--- config.mk ---
export PLATFORM = sky130hd
export DESIGN_NAME = asr_top
export DESIGN_NICKNAME = d
export VERILOG_FILES = /design/src/asr_pkg.sv /design/src/asr_baud_gen.sv /design/src/asr_rx_fifo.sv /design/src/asr_top.sv
export SDC_FILE = /design/constraint.sdc
export NUM_CORES = 1
export LEC_CHECK = 0
export BUFFER_PORTS_ARGS = -buffer_cell sky130_fd_sc_hd__buf_2
export CAP_MARGIN = 5
export CORE_MARGIN = 3
export CORE_UTILIZATION = 60
export CTS_CLUSTER_SIZE = 24
export DETAILED_ROUTE_END_ITERATION = 6
export PLACE_DENSITY = 0.84
export SYNTH_ARGS = -nofsm -noshare
export SYNTH_HDL_FRONTEND = slang
export SYNTH_HIERARCHICAL = 1
export SYNTH_SLANG_ARGS = --single-unit
--- constraint.sdc ---
create_clock -name clock -period 5.9 [get_ports clock]
set_clock_uncertainty 0.15 [all_clocks]
set_input_delay 0 -clock clock [delete_from_list [all_inputs] [get_ports clock]]
set_output_delay 0 -clock clock [all_outputs]
set_load 0.005 [all_outputs]
--- src/asr_pkg.sv ---
// Function
// [RULE1] Recover bits at x16, shift at bit rate
// [RULE2] Async reception starts only with receive enable
// [RULE3] Stop bit pushes word, raises ready flag
// [RULE4] Ready forwarded as interrupt when enabled
// [RULE5] Ready flag read-only, clears when buffer empty
// [RULE6] Two-word FIFO plus word in shifter
// [RULE7] Third word with full FIFO sets overrun
// [RULE8] Overrun clears only by receive enable toggle
// [RULE9] Overrun blocks all transfers into FIFO
// [RULE10] Low stop bit sets framing error
// [RULE11] Framing and ninth bit queued per word
// [RULE12] Software reads status before receive buffer
// [RULE13] Software follows documented reception setup order
// [RULE14] Software sets high-speed select with divisor
// [RULE15] Synchronous master mode is half-duplex
// [RULE16] Synchronous select bit enters synchronous mode
// [RULE17] Port enable assigns clock and data pins
// [RULE18] Clock source bit makes device drive clock
// [RULE19] NRZ frame, start, 8/9 bits LSB first, stop
// [RULE20] Baud is clock/(64 or 16 times divisor+1)
// [RULE21] High-speed select picks x16 or x64 baud clock
// [RULE22] Sleep halts all asynchronous activity
// [RULE23] Detect start edge, sample mid-bit
package asr_pkg;

  // Bus geometry; register index times four is the byte address
  localparam int ADDR_W = 12;
  localparam int IDX_W = 10;
  localparam int DATA_W = 8;

  // Register indices
  localparam logic [IDX_W-1:0] IDX_IRQ_FLAGS = 10'h00C;
  localparam logic [IDX_W-1:0] IDX_RX_STATUS = 10'h018;
  localparam logic [IDX_W-1:0] IDX_TX_BUFFER = 10'h019;
  localparam logic [IDX_W-1:0] IDX_RX_BUFFER = 10'h01A;
  localparam logic [IDX_W-1:0] IDX_IRQ_ENABLES = 10'h08C;
  localparam logic [IDX_W-1:0] IDX_TX_STATUS = 10'h098;
  localparam logic [IDX_W-1:0] IDX_BAUD_DIV = 10'h099;

  // Receive status and control fields
  localparam int RS_PORT_ENABLE = 7;
  localparam int RS_NINE_BIT = 6;
  localparam int RS_SINGLE_RX = 5;
  localparam int RS_CONT_RX = 4;
  localparam int RS_FRAMING = 2;
  localparam int RS_OVERRUN = 1;
  localparam int RS_NINTH = 0;

  // Transmit status and control fields
  localparam int TS_CLOCK_MASTER = 7;
  localparam int TS_NINE_BIT = 6;
  localparam int TS_TX_ENABLE = 5;
  localparam int TS_SYNC = 4;
  localparam int TS_HIGH_SPEED = 2;
  localparam int TS_SHIFT_EMPTY = 1;
  localparam int TS_NINTH = 0;

  // Flag and enable position of the receive ready event
  localparam int IRQ_RX_READY = 5;

  // Values after reset
  localparam logic [7:0] RST_ZERO = 8'h00;
  localparam logic [7:0] RST_TX_STATUS = 8'h02;

  // Baud generator and data recovery counts
  localparam logic [1:0] PRESCALE_LAST = 2'h3;
  localparam logic [1:0] PRESCALE_HALF = 2'h1;
  localparam logic [3:0] OVS_HALF_BIT = 4'h7;
  localparam logic [3:0] OVS_FULL_BIT = 4'hF;
  localparam logic [3:0] BITS_EIGHT = 4'h8;
  localparam logic [3:0] BITS_NINE = 4'h9;
  localparam int RX_FIFO_DEPTH = 2;

  typedef enum logic [1:0] {
    ASR_IDLE,
    ASR_START,
    ASR_DATA,
    ASR_STOP
  } asr_rx_state_t;

  typedef struct packed {
    logic framing;
    logic ninth;
    logic [DATA_W-1:0] data;
  } asr_rx_word_t;

  localparam int RX_WORD_W = $bits(asr_rx_word_t);

endpackage

--- src/asr_baud_gen.sv ---
`timescale 1ns/10ps
module asr_baud_gen (
  // Clock and reset
  input wire logic clock,
  input wire logic reset_n,
  // Control
  input wire logic run,
  input wire logic high_speed,
  input wire logic [asr_pkg::DATA_W-1:0] divisor,
  // Ticks
  output logic ovs_tick,
  output logic sync_toggle
);
  import asr_pkg::*;

  logic [DATA_W-1:0] div_count;
  logic [1:0] prescale;
  logic wrap;

  assign wrap = (div_count == '0);

  // Held in reset while no enable is set, so a slow rate starts clean
  always_ff @(posedge clock or negedge reset_n) begin
    if (!reset_n) begin
      div_count <= '0;
      prescale <= '0;
    end else if (!run) begin
      div_count <= divisor;
      prescale <= '0;
    end else if (wrap) begin
      div_count <= divisor;
      prescale <= prescale + 2'h1;
    end else begin
      div_count <= div_count - 8'h01;
    end
  end

  // x16 of bit rate: clock/(n+1) at high speed, clock/(4(n+1)) otherwise
  always_comb begin
    ovs_tick = run && wrap && (high_speed || prescale == PRESCALE_LAST); // [RULE20] [RULE21]
    sync_toggle = run && wrap && (prescale == PRESCALE_HALF || prescale == PRESCALE_LAST);
  end

endmodule

--- src/asr_rx_fifo.sv ---
`timescale 1ns/10ps
module asr_rx_fifo #(
  parameter int WIDTH = 10,
  parameter int DEPTH = 2
) (
  // Clock and reset
  input wire logic clock,
  input wire logic reset_n,
  // Fill side
  input wire logic push,
  input wire logic [WIDTH-1:0] push_data,
  // Drain side
  input wire logic pop,
  output logic [WIDTH-1:0] head,
  output logic full,
  output logic empty
);
  localparam int AW = (DEPTH > 1) ? $clog2(DEPTH) : 1;
  localparam logic [AW-1:0] LAST = AW'(DEPTH - 1);
  localparam logic [AW:0] FULL_COUNT = (AW + 1)'(DEPTH);

  logic [WIDTH-1:0] mem [DEPTH];
  logic [AW-1:0] wr_ptr;
  logic [AW-1:0] rd_ptr;
  logic [AW:0] count;
  logic do_push;
  logic do_pop;

  assign do_push = push && !full;
  assign do_pop = pop && !empty;
  assign full = (count == FULL_COUNT);
  assign empty = (count == '0);
  assign head = mem[rd_ptr];

  always_ff @(posedge clock) begin
    if (do_push) begin
      mem[wr_ptr] <= push_data;
    end
  end

  always_ff @(posedge clock or negedge reset_n) begin
    if (!reset_n) begin
      wr_ptr <= '0;
      rd_ptr <= '0;
      count <= '0;
    end else begin
      if (do_push) begin
        wr_ptr <= (wr_ptr == LAST) ? '0 : wr_ptr + AW'(1);
      end
      if (do_pop) begin
        rd_ptr <= (rd_ptr == LAST) ? '0 : rd_ptr + AW'(1);
      end
      if (do_push && !do_pop) begin
        count <= count + (AW + 1)'(1);
      end else if (do_pop && !do_push) begin
        count <= count - (AW + 1)'(1);
      end
    end
  end

endmodule

--- src/asr_top.sv ---
// The AHB-Lite interface to the registers was decided locally.
`timescale 1ns/10ps
module asr_top (
  // Clock and reset
  input wire logic clock,
  input wire logic rst_n,
  // AHB-Lite slave
  input wire logic hsel,
  input wire logic [asr_pkg::ADDR_W-1:0] haddr,
  input wire logic [1:0] htrans,
  input wire logic hwrite,
  input wire logic [2:0] hsize,
  input wire logic [31:0] hwdata,
  input wire logic hready,
  output logic hreadyout,
  output logic hresp,
  output logic [31:0] hrdata,
  // Receive data pin
  input wire logic receive_data_pin_in,
  output logic receive_data_pin_out,
  output logic receive_data_pin_oe_n,
  // Transmit clock pin
  output logic transmit_clock_pin_out,
  output logic transmit_clock_pin_oe_n,
  // System
  input wire logic sleep_active,
  output logic rx_irq,
  output logic tx_inhibit
);
  import asr_pkg::*;

  // Reset release
  logic rst_meta_n;
  logic reset_n;

  always_ff @(posedge clock or negedge rst_n) begin
    if (!rst_n) begin
      rst_meta_n <= 1'b0;
      reset_n <= 1'b0;
    end else begin
      rst_meta_n <= 1'b1;
      reset_n <= rst_meta_n;
    end
  end

  // Control registers
  logic serial_port_enable;
  logic nine_bit_receive_select;
  logic single_receive_enable;
  logic continuous_receive_enable;
  logic clock_source_master;
  logic nine_bit_transmit_select;
  logic transmit_enable;
  logic sync_select;
  logic high_speed_baud_select;
  logic tx_ninth_bit;
  logic [DATA_W-1:0] baud_divisor;
  logic [DATA_W-1:0] peripheral_irq_enables;
  logic [DATA_W-1:0] transmit_buffer;

  // Receive state
  logic overrun_error_flag;
  logic rx_ready_flag;
  logic fifo_full;
  logic fifo_empty;
  logic fifo_push;
  logic fifo_pop;
  asr_rx_word_t fifo_head;
  asr_rx_word_t done_word;

  // Bus state
  logic addr_phase;
  logic wr_pending;
  logic rd_pending;
  logic [IDX_W-1:0] wr_idx;
  logic [IDX_W-1:0] rd_idx;
  logic [IDX_W-1:0] addr_idx;
  logic addr_in_range;

  // ---------------------------------------------------------------
  // AHB-Lite slave: writes take no wait, reads take one wait state
  // ---------------------------------------------------------------
  assign addr_phase = hsel && hready && htrans[1];
  assign addr_idx = haddr[IDX_W+1:2];
  assign addr_in_range = (haddr[1:0] == 2'h0);

  always_ff @(posedge clock or negedge reset_n) begin
    if (!reset_n) begin
      wr_pending <= 1'b0;
      rd_pending <= 1'b0;
      wr_idx <= '0;
      rd_idx <= '0;
      hreadyout <= 1'b1;
    end else begin
      wr_pending <= addr_phase && hwrite && addr_in_range;
      rd_pending <= addr_phase && !hwrite;
      if (addr_phase) begin
        wr_idx <= addr_idx;
        rd_idx <= addr_in_range ? addr_idx : '1;
      end
      // The wait lets a preceding write land before its read-back
      hreadyout <= !(addr_phase && !hwrite);
    end
  end

  always_ff @(posedge clock or negedge reset_n) begin
    if (!reset_n) begin
      hresp <= 1'b0;
    end else begin
      hresp <= 1'b0;
    end
  end

  function automatic logic [DATA_W-1:0] read_value(input logic [IDX_W-1:0] idx);
    logic [DATA_W-1:0] v;
    v = '0;
    case (idx)
      IDX_IRQ_FLAGS: v[IRQ_RX_READY] = rx_ready_flag; // [RULE5]
      IDX_RX_STATUS: begin
        v[RS_PORT_ENABLE] = serial_port_enable;
        v[RS_NINE_BIT] = nine_bit_receive_select;
        v[RS_SINGLE_RX] = single_receive_enable;
        v[RS_CONT_RX] = continuous_receive_enable;
        v[RS_FRAMING] = !fifo_empty && fifo_head.framing; // [RULE11]
        v[RS_OVERRUN] = overrun_error_flag;
        v[RS_NINTH] = !fifo_empty && fifo_head.ninth; // [RULE11]
      end
      IDX_TX_BUFFER: v = transmit_buffer;
      IDX_RX_BUFFER: v = fifo_empty ? RST_ZERO : fifo_head.data;
      IDX_IRQ_ENABLES: v = peripheral_irq_enables;
      IDX_TX_STATUS: begin
        v[TS_CLOCK_MASTER] = clock_source_master;
        v[TS_NINE_BIT] = nine_bit_transmit_select;
        v[TS_TX_ENABLE] = transmit_enable;
        v[TS_SYNC] = sync_select;
        v[TS_HIGH_SPEED] = high_speed_baud_select;
        // No transmit shifter here, so it always reads empty
        v[TS_SHIFT_EMPTY] = 1'b1;
        v[TS_NINTH] = tx_ninth_bit;
      end
      IDX_BAUD_DIV: v = baud_divisor;
      default: v = '0;
    endcase
    return v;
  endfunction

  always_ff @(posedge clock or negedge reset_n) begin
    if (!reset_n) begin
      hrdata <= '0;
    end else if (rd_pending) begin
      hrdata <= {24'h000000, read_value(rd_idx)};
    end
  end

  // Reading the buffer advances to the next entry with its own flags
  assign fifo_pop = rd_pending && (rd_idx == IDX_RX_BUFFER); // [RULE11] [RULE5]

  // Register writes; flags and reserved bits ignore writes
  always_ff @(posedge clock or negedge reset_n) begin
    if (!reset_n) begin
      serial_port_enable <= 1'b0;
      nine_bit_receive_select <= 1'b0;
      single_receive_enable <= 1'b0;
      continuous_receive_enable <= 1'b0;
    end else if (wr_pending && wr_idx == IDX_RX_STATUS) begin
      serial_port_enable <= hwdata[RS_PORT_ENABLE];
      nine_bit_receive_select <= hwdata[RS_NINE_BIT];
      single_receive_enable <= hwdata[RS_SINGLE_RX];
      continuous_receive_enable <= hwdata[RS_CONT_RX];
    end
  end

  always_ff @(posedge clock or negedge reset_n) begin
    if (!reset_n) begin
      clock_source_master <= RST_TX_STATUS[TS_CLOCK_MASTER];
      nine_bit_transmit_select <= RST_TX_STATUS[TS_NINE_BIT];
      transmit_enable <= RST_TX_STATUS[TS_TX_ENABLE];
      sync_select <= RST_TX_STATUS[TS_SYNC];
      high_speed_baud_select <= RST_TX_STATUS[TS_HIGH_SPEED];
      tx_ninth_bit <= RST_TX_STATUS[TS_NINTH];
    end else if (wr_pending && wr_idx == IDX_TX_STATUS) begin
      clock_source_master <= hwdata[TS_CLOCK_MASTER];
      nine_bit_transmit_select <= hwdata[TS_NINE_BIT];
      transmit_enable <= hwdata[TS_TX_ENABLE];
      sync_select <= hwdata[TS_SYNC];
      high_speed_baud_select <= hwdata[TS_HIGH_SPEED];
      tx_ninth_bit <= hwdata[TS_NINTH];
    end
  end

  always_ff @(posedge clock or negedge reset_n) begin
    if (!reset_n) begin
      baud_divisor <= RST_ZERO;
      peripheral_irq_enables <= RST_ZERO;
      transmit_buffer <= RST_ZERO;
    end else if (wr_pending) begin
      case (wr_idx)
        IDX_BAUD_DIV: baud_divisor <= hwdata[DATA_W-1:0];
        IDX_IRQ_ENABLES: peripheral_irq_enables <= hwdata[DATA_W-1:0];
        IDX_TX_BUFFER: transmit_buffer <= hwdata[DATA_W-1:0];
        default: transmit_buffer <= transmit_buffer;
      endcase
    end
  end

  // ---------------------------------------------------------------
  // Baud generator
  // ---------------------------------------------------------------
  logic brg_run;
  logic ovs_tick;
  logic sync_toggle;

  assign brg_run = (transmit_enable || continuous_receive_enable || single_receive_enable)
                   && !sleep_active; // [RULE22]

  asr_baud_gen u_baud (
    .clock(clock),
    .reset_n(reset_n),
    .run(brg_run),
    .high_speed(high_speed_baud_select),
    .divisor(baud_divisor),
    .ovs_tick(ovs_tick),
    .sync_toggle(sync_toggle)
  );

  // ---------------------------------------------------------------
  // Data recovery and receive shift register
  // ---------------------------------------------------------------
  logic rx_meta;
  logic rx_sync;
  logic rx_prev;
  logic rx_enable;
  asr_rx_state_t rx_state;
  logic [3:0] ovs_count;
  logic [3:0] bit_count;
  logic [8:0] rx_shift_register;
  logic frame_done;
  logic frame_stop_bad;

  always_ff @(posedge clock or negedge reset_n) begin
    if (!reset_n) begin
      rx_meta <= 1'b1;
      rx_sync <= 1'b1;
    end else begin
      rx_meta <= receive_data_pin_in;
      rx_sync <= rx_meta;
    end
  end

  // Async receiver needs port enable, async mode and continuous enable
  assign rx_enable = serial_port_enable && !sync_select && continuous_receive_enable; // [RULE2] [RULE16]

  always_ff @(posedge clock or negedge reset_n) begin
    if (!reset_n) begin
      rx_prev <= 1'b1;
    end else if (ovs_tick) begin
      rx_prev <= rx_sync;
    end
  end

  always_ff @(posedge clock or negedge reset_n) begin
    if (!reset_n) begin
      rx_state <= ASR_IDLE;
      ovs_count <= '0;
      bit_count <= '0;
      rx_shift_register <= '0;
      frame_done <= 1'b0;
      frame_stop_bad <= 1'b0;
    end else begin
      frame_done <= 1'b0;
      if (!rx_enable) begin
        rx_state <= ASR_IDLE;
        ovs_count <= '0;
        bit_count <= '0;
      end else if (ovs_tick) begin // [RULE1] [RULE22]
        ovs_count <= ovs_count + 4'h1;
        case (rx_state)
          ASR_IDLE: begin
            ovs_count <= '0;
            if (rx_prev && !rx_sync) begin // [RULE23]
              rx_state <= ASR_START;
            end
          end
          ASR_START: begin
            if (ovs_count == OVS_HALF_BIT) begin
              ovs_count <= '0;
              bit_count <= '0;
              // A glitch that is high at mid start is not a frame
              rx_state <= rx_sync ? ASR_IDLE : ASR_DATA; // [RULE23]
            end
          end
          ASR_DATA: begin
            if (ovs_count == OVS_FULL_BIT) begin
              // Shifter advances once per bit, LSB first
              rx_shift_register <= {rx_sync, rx_shift_register[8:1]}; // [RULE1] [RULE19]
              bit_count <= bit_count + 4'h1;
              if (bit_count == (nine_bit_receive_select ? BITS_NINE : BITS_EIGHT) - 4'h1) begin
                rx_state <= ASR_STOP;
              end
            end
          end
          ASR_STOP: begin
            if (ovs_count == OVS_FULL_BIT) begin
              frame_done <= 1'b1;
              frame_stop_bad <= !rx_sync; // [RULE10]
              rx_state <= ASR_IDLE;
            end
          end
          default: rx_state <= ASR_IDLE;
        endcase
      end
    end
  end

  // Eight-bit frames leave data one place higher in the shifter
  always_comb begin
    done_word.framing = frame_stop_bad; // [RULE10] [RULE11]
    done_word.ninth = nine_bit_receive_select && rx_shift_register[8]; // [RULE11]
    done_word.data = nine_bit_receive_select ? rx_shift_register[7:0] : rx_shift_register[8:1];
  end

  // ---------------------------------------------------------------
  // Receive FIFO, overrun and ready
  // ---------------------------------------------------------------
  assign fifo_push = frame_done && !overrun_error_flag && !fifo_full; // [RULE3] [RULE9]

  asr_rx_fifo #(
    .WIDTH(RX_WORD_W),
    .DEPTH(RX_FIFO_DEPTH)
  ) u_fifo ( // [RULE6]
    .clock(clock),
    .reset_n(reset_n),
    .push(fifo_push),
    .push_data(done_word),
    .pop(fifo_pop),
    .head(fifo_head),
    .full(fifo_full),
    .empty(fifo_empty)
  );

  // Pop and a full-FIFO stop can meet; the word is still lost then
  always_ff @(posedge clock or negedge reset_n) begin
    if (!reset_n) begin
      overrun_error_flag <= 1'b0;
    end else if (frame_done && fifo_full && rx_enable) begin
      overrun_error_flag <= 1'b1; // [RULE7]
    end else if (!continuous_receive_enable) begin
      overrun_error_flag <= 1'b0; // [RULE8]
    end
  end

  assign rx_ready_flag = !fifo_empty; // [RULE3] [RULE5]

  always_ff @(posedge clock or negedge reset_n) begin
    if (!reset_n) begin
      rx_irq <= 1'b0;
    end else begin
      rx_irq <= rx_ready_flag && peripheral_irq_enables[IRQ_RX_READY]; // [RULE4]
    end
  end

  // ---------------------------------------------------------------
  // Pin assignment and synchronous master clock
  // ---------------------------------------------------------------
  logic clock_drive;

  assign clock_drive = serial_port_enable && sync_select && clock_source_master; // [RULE17] [RULE18]

  always_ff @(posedge clock or negedge reset_n) begin
    if (!reset_n) begin
      transmit_clock_pin_oe_n <= 1'b1;
      transmit_clock_pin_out <= 1'b0;
    end else begin
      transmit_clock_pin_oe_n <= !clock_drive; // [RULE18]
      if (!clock_drive || !brg_run) begin
        transmit_clock_pin_out <= 1'b0;
      end else if (sync_toggle) begin
        transmit_clock_pin_out <= !transmit_clock_pin_out;
      end
    end
  end

  // Receive pin is only ever sampled here; no transmitter drives it
  always_ff @(posedge clock or negedge reset_n) begin
    if (!reset_n) begin
      receive_data_pin_oe_n <= 1'b1;
      receive_data_pin_out <= 1'b0;
    end else begin
      receive_data_pin_oe_n <= 1'b1;
      receive_data_pin_out <= 1'b0;
    end
  end

  // With the port enabled, any receive enable in synchronous mode holds off transmission
  always_ff @(posedge clock or negedge reset_n) begin
    if (!reset_n) begin
      tx_inhibit <= 1'b0;
    end else begin
      tx_inhibit <= serial_port_enable && sync_select
                    && (continuous_receive_enable || single_receive_enable); // [RULE15]
    end
  end

endmodule

Word level (Yosys, flattened, before mapping)
Memories as Yosys holds them, arrays and structs flattened.
Index checks and enable logic that the tools add are counted.
Widths: inputs -> output; s select.
{"block": "word_totals", "input_bits": 56, "mem_count": 1, "rom_bits": 0, "latch_bits": 0, "ramBits": 20, "out_inout_bits": 40, "wordCells": 187, "ff_bits": 110}
{"block": "op_classes", "muxes": 45, "order_cmp": 0, "addsub": 9, "shift": 0, "reduce_logical": 62, "div": 0, "multipliers": 0, "bitwise": 0, "n_eq_ne": 30}
{"memory": "u_fifo.mem", "words": 2, "width": 10, "read_ports": 1, "rd_ports_with_merged_regs": 0, "wr": 1, "line_no": "asr_rx_fifo.sv:22", "rtl": "logic [WIDTH-1:0] mem [DEPTH];"}
{"operator": "$eq 10x8->1 const B", "count": 6}
{"operator": "$eq 10x5->1 const B", "count": 5}
{"operator": "$mux 8", "count": 4}
{"operator": "$logic_and 1x1->1", "count": 30}
{"operator": "$mux 4", "count": 7}
{"operator": "$mux 2", "count": 12}
{"operator": "$pmux 3 s6", "count": 1}
{"operator": "$pmux 4 s2", "count": 2}
{"operator": "$ne 3x3->1 const B", "count": 5}
{"operator": "$logic_not 1->1", "count": 13}
{"operator": "$mux 1", "count": 13}
{"operator": "$pmux 2 s6", "count": 1}
{"operator": "$reduce_and 4->1", "count": 3}
{"operator": "$eq 10x4->1 const B", "count": 1}
{"operator": "$mux 10", "count": 1}
{"operator": "$add 4x1->4 const B", "count": 2}
{"operator": "$eq 2x2->1 const B", "count": 4}
{"operator": "$logic_not 8->1", "count": 1}
{"operator": "$pmux 2 s4", "count": 1}
{"operator": "$sub 8x1->8 const B", "count": 1}
{"operator": "$pmux 1 s7", "count": 1}
{"operator": "$logic_not 2->1", "count": 3}
{"operator": "$logic_or 1x1->1", "count": 6}
{"operator": "$pmux 1 s6", "count": 1}
{"operator": "other kinds (15)", "count": 22}

Depth between registers and ports, before layout
{"block": "logic_depth", "word_depth": 8, "depth_mapped": 11}

By module
Netlist, hierarchy kept.
{"module": "asr_top", "seq_area_each_um2": 2408.6, "area_per_inst_um2": 4657.0, "n_inst": 1, "cells_per_inst": 394}
{"module": "asr_rx_fifo", "seq_area_each_um2": 700.7, "area_per_inst_um2": 919.6, "n_inst": 1, "cells_per_inst": 50}
{"module": "asr_baud_gen", "seq_area_each_um2": 250.2, "area_per_inst_um2": 663.1, "n_inst": 1, "cells_per_inst": 68}

Worst setup path after synthesis
No wires, ideal clock.
{"block": "synth_path", "path_kind": "flip-flop to flip-flop", "from": "reg u_baud.div_count[0]", "to": "reg rx_shift_register[2]", "n_path_buf": 3, "t_arrival_ps": 2890, "required_time_ps": 5625, "setup_ps": 125, "path_stages_with_launch": 12, "path_slack_ps": 2735, "path_cell_list": "dfrtp_1 > inv_1 > ha_1 > or3b_1 > clkbuf_2 > nor3_1 > o211a_1 > clkbuf_1 > nand4_1 > nor4_2 > buf_2 > mux2_2"}
{"block": "synth_between", "elab_chain_len": 4}
{"item": "start, declared", "line_no": "asr_baud_gen.sv:16", "rtl": "logic [DATA_W-1:0] div_count;"}
{"item": "start signal, assigned", "line_no": "asr_baud_gen.sv:28", "rtl": "div_count <= divisor;"}
{"item": "start signal, assigned", "line_no": "asr_baud_gen.sv:31", "rtl": "div_count <= divisor;"}
{"item": "start signal, assigned", "line_no": "asr_baud_gen.sv:34", "rtl": "div_count <= div_count - 8'h01;"}
{"item": "$logic_not 8->1", "line_no": "asr_baud_gen.sv:20", "rtl": "assign wrap = (div_count == '0);"}
{"item": "$logic_and 1x1->1 (2 in a row)", "line_no": "asr_baud_gen.sv:40", "rtl": "ovs_tick = run && wrap && (high_speed || prescale == PRESCALE_LAST);"}
{"item": "net ovs_tick", "line_no": "asr_top.sv:210", "rtl": "logic ovs_tick;"}
{"item": "$reduce_and 4->1 (no line)"}
{"item": "end signal, assigned", "line_no": "asr_top.sv:295", "rtl": "rx_shift_register <= {rx_sync, rx_shift_register[8:1]};"}
{"item": "end, declared", "line_no": "asr_top.sv:236", "rtl": "logic [8:0] rx_shift_register;"}
The timed path passes the listed nets, and every way through them passes these cells.
A chain may end at the register's enable or synchronous reset.

Final worst setup path
{"block": "layout_path", "from": "reg u_baud.div_count[0]", "to": "reg frame_stop_bad"}
{"block": "layout_between", "elab_chain_len": 4}
{"item": "$logic_not 8->1", "line_no": "asr_baud_gen.sv:20"}
{"item": "$logic_and 1x1->1 (2 in a row)", "line_no": "asr_baud_gen.sv:40"}
{"item": "net ovs_tick", "line_no": "asr_top.sv:210"}
{"item": "$reduce_and 4->1 (no line)"}
{"item": "end signal, assigned", "line_no": "asr_top.sv:305", "rtl": "frame_stop_bad <= !rx_sync;"}
{"item": "end, declared", "line_no": "asr_top.sv:238", "rtl": "logic frame_stop_bad;"}
The timed path passes the listed nets, and every way through them passes these cells.

==> flow_metrics.tcl <==
set metrics [dict create \
    outcome "finished, final reports clean" \
    dieArea_um2 11700 \
    synth-edff-count 20 \
    rows 36 \
    final_max_slew_viol_count 0 \
    grt_overflow 0 \
    hold_depth 3 \
    numCtsBuffers 17 \
    synth.most_common_cell "dfrtp_1" \
    hold-path-endpoint "transmit_clock_pin_out" \
    cts.path.max_buffers 2 \
    synth_cell_type_count 68 \
    cts_sinks 130 \
    max_cap_viol_count 0 \
    max_slew.worst_pin.slew_ps 1120 \
    r2r-end "frame_stop_bad" \
    cts_resized 0 \
    grt_setup_unrepaired "false" \
    wl_per_cell_um 18.6 \
    viasPerCell 5.91 \
    stdcell_area_um2 7260 \
    fin_tns_setup_ps 0 \
    vias 4278 \
    hpwl_mm 8.89 \
    num-nets-final 641 \
    start_util_pct 62.7 \
    synthArstFlopShare_pct 84.6 \
    hold_violations 0 \
    grt_pass1_wl_mm 22.0 \
    ff2ff_path_depth 8 \
    slew_headroom_pct 25.5 \
    cp_max_fo 9 \
    synth_top_area_cell "dfrtp_1" \
    cts_root_buffer "clkbuf_8" \
    h-tree-depth 4 \
    ys_warn_count 6 \
    ys_ff_latch 130 \
    power_per_cell_area_nw_per_um2 299 \
    start_kind "register" \
    timing.fmax_mhz 303 \
    ys_seq_area_share_pct 53.8 \
    die_h_um 108 \
    synthTopCellsByArea "dfrtp_1, mux2_2, edfxtp_1, buf_4, dfstp_2" \
    worstSetupPathType "register to register" \
    ant_nets 0 \
    hp-class "input pin to register" \
    synth_top_cells_by_count "dfrtp_1, mux2_2, nor2_1" \
    crit_required_ps 6150 \
    numPortBuffers 40 \
    placed_area_um2 6430 \
    dr.first_iter.drc_count 381 \
    crit_arrival_ps 3550 \
    grt_pass1_vias 4411 \
    clkTransAtPathRegs_ps 60 \
    area_delta_synth_final_pct 16.4 \
    rrSetupSlack_ps 2600 \
    insertion_delay_ps 520 \
    cp-end-kind "register" \
    min_from "sleep_active" \
    ir_drop_mv 0.356 \
    io_pins 96 \
    grt_usage_pct 24.7 \
    syn_area_um2 6240 \
    leakage_nw 3.19 \
    setup_viol 0 \
    grt_max_degree 85 \
    core_area_um2 9950 \
    first_pass_iters 6 \
    antenna_found_initial 0 \
    cts_tree "yes" \
    min_period_over_period_pct 55.9 \
    avgSynthCellArea_um2 12.2 \
    r2r_start "u_baud/div_count[0]" \
    die_w_um 108 \
    synth_flop_cell "dfrtp_1" \
    synth_top_area_share_pct 42.1 \
    drive_above_1_share_pct 27.7 \
    finalWirelength_mm 13.5 \
    gp_congestion 0.836 \
    drc 0 \
    diodes 0 \
    final.min_clock_period_ps 3300 \
    syn_inst 512 \
]
## how the worst max path moves through the flow
stage	from	to	slack (ps)
CTS	u_baud/div_count[0]	rx_shift_register[7]	2600
detailed placement	u_baud/div_count[0]	rx_shift_register[5]	2620
finish	u_baud/div_count[0]	frame_stop_bad	2600
floorplan	reset_n	baud_divisor[0]	2470
global placement	u_baud/div_count[0]	rx_shift_register[2]	2730
global route	u_baud/div_count[0]	rx_shift_register[6]	2400
## power breakdown
part           total (W)  internal (W)  switching [W]
combinational   0.000165     0.0000839      0.0000813
clock           0.000992      0.000628       0.000364
sequential       0.00102      0.000957      0.0000600
## logic make-up after synthesis
group / share of synthesized area, %
DFF: 53.8
xor gates and xnor gates: 1.40
adders and majority gates: 1.40
other: 0.120
AOI/OAI and AO/OA: 8.12
buffers and inverters: 5.88
and+or+nand+nor: 12.6
muxes: 16.6
## layout make-up
type | instances | area (um2)
clock inverters | 7 | 71.3
repair buffers | 68 | 475
multi-input cells | 342 | 2610
flip-flops and latches | 130 | 3360
fillers | 661 | 2690
well taps | 133 | 166
inverters | 19 | 71.3
clock buffers | 25 | 505
## cells in the final DEF, fill, tap and decap left out, types with 7 or more instances in the layout
cell type      synthesis  routed
o21ai_0               17      17
nor2_1                29      29
nand3_1               10      10
edfxtp_1              20      20
nor4_1                 7       7
mux2i_1                8       8
conb_1                 2      28
buf_2                  3      40
nor3_1                15      15
dlygate4sd3_1          0      26
dfrtp_1              105     104
nand2_1               19      19
mux2_2                69      69
a21oi_1               12      12
mux2_1                10      10
nand3b_1               9       9
clkbuf_16              0      17
ha_1                   7       7
inv_1                 19      19
## layer usage
layer | GRT usage, % | wire length (um) | vias to the layer above
met5 | 0 | 0 | -
met4 | 9.47 | 269 | 0
met3 | 6.69 | 787 | 27
met2 | 39.2 | 6450 | 168
met1 | 32.7 | 5970 | 2141
li1 | - | - | 1942
## state kept, by name (all words and copies together), names as in the netlist, 9 cells and up
register           flops
rd_idx                10
rx_shift_register      9
u_fifo/mem            20
wr_idx                10
## what timing repair did
item / in CTS / in global routing
hold endpoints to repair: 71 / 0
endpoints found under the setup margin: 0 / 0
setup buffers: 0 / 0
hold buffers: 26 / 0
## critical path, stage by stage (launching register included)
cell	delay, ps
dfrtp_1	400
inv_1	120
ha_1	170
or3b_1	500
nor3_1	300
o211a_1	390
nand4_1	250
nor4_1	480
mux2_2	400
## through the flow
stage | hold slack, ps | std cells | total power (W) | setup WS, ps | util, %
after global placement | -366 | 666 | 0.00117 | 2730 | 64.6
after floorplan | -446 | 538 | 0.00114 | 2470 | -
final | 62.1 | 724 | 0.00217 | 2600 | 73.0
after global routing | 85.4 | 724 | 0.00226 | 2400 | 73.0
after detailed placement | -362 | 666 | 0.00118 | 2620 | 64.6
after CTS | 29.5 | 724 | 0.00219 | 2600 | 73.0
Note: power is estimated with default switching activity, not from simulation.
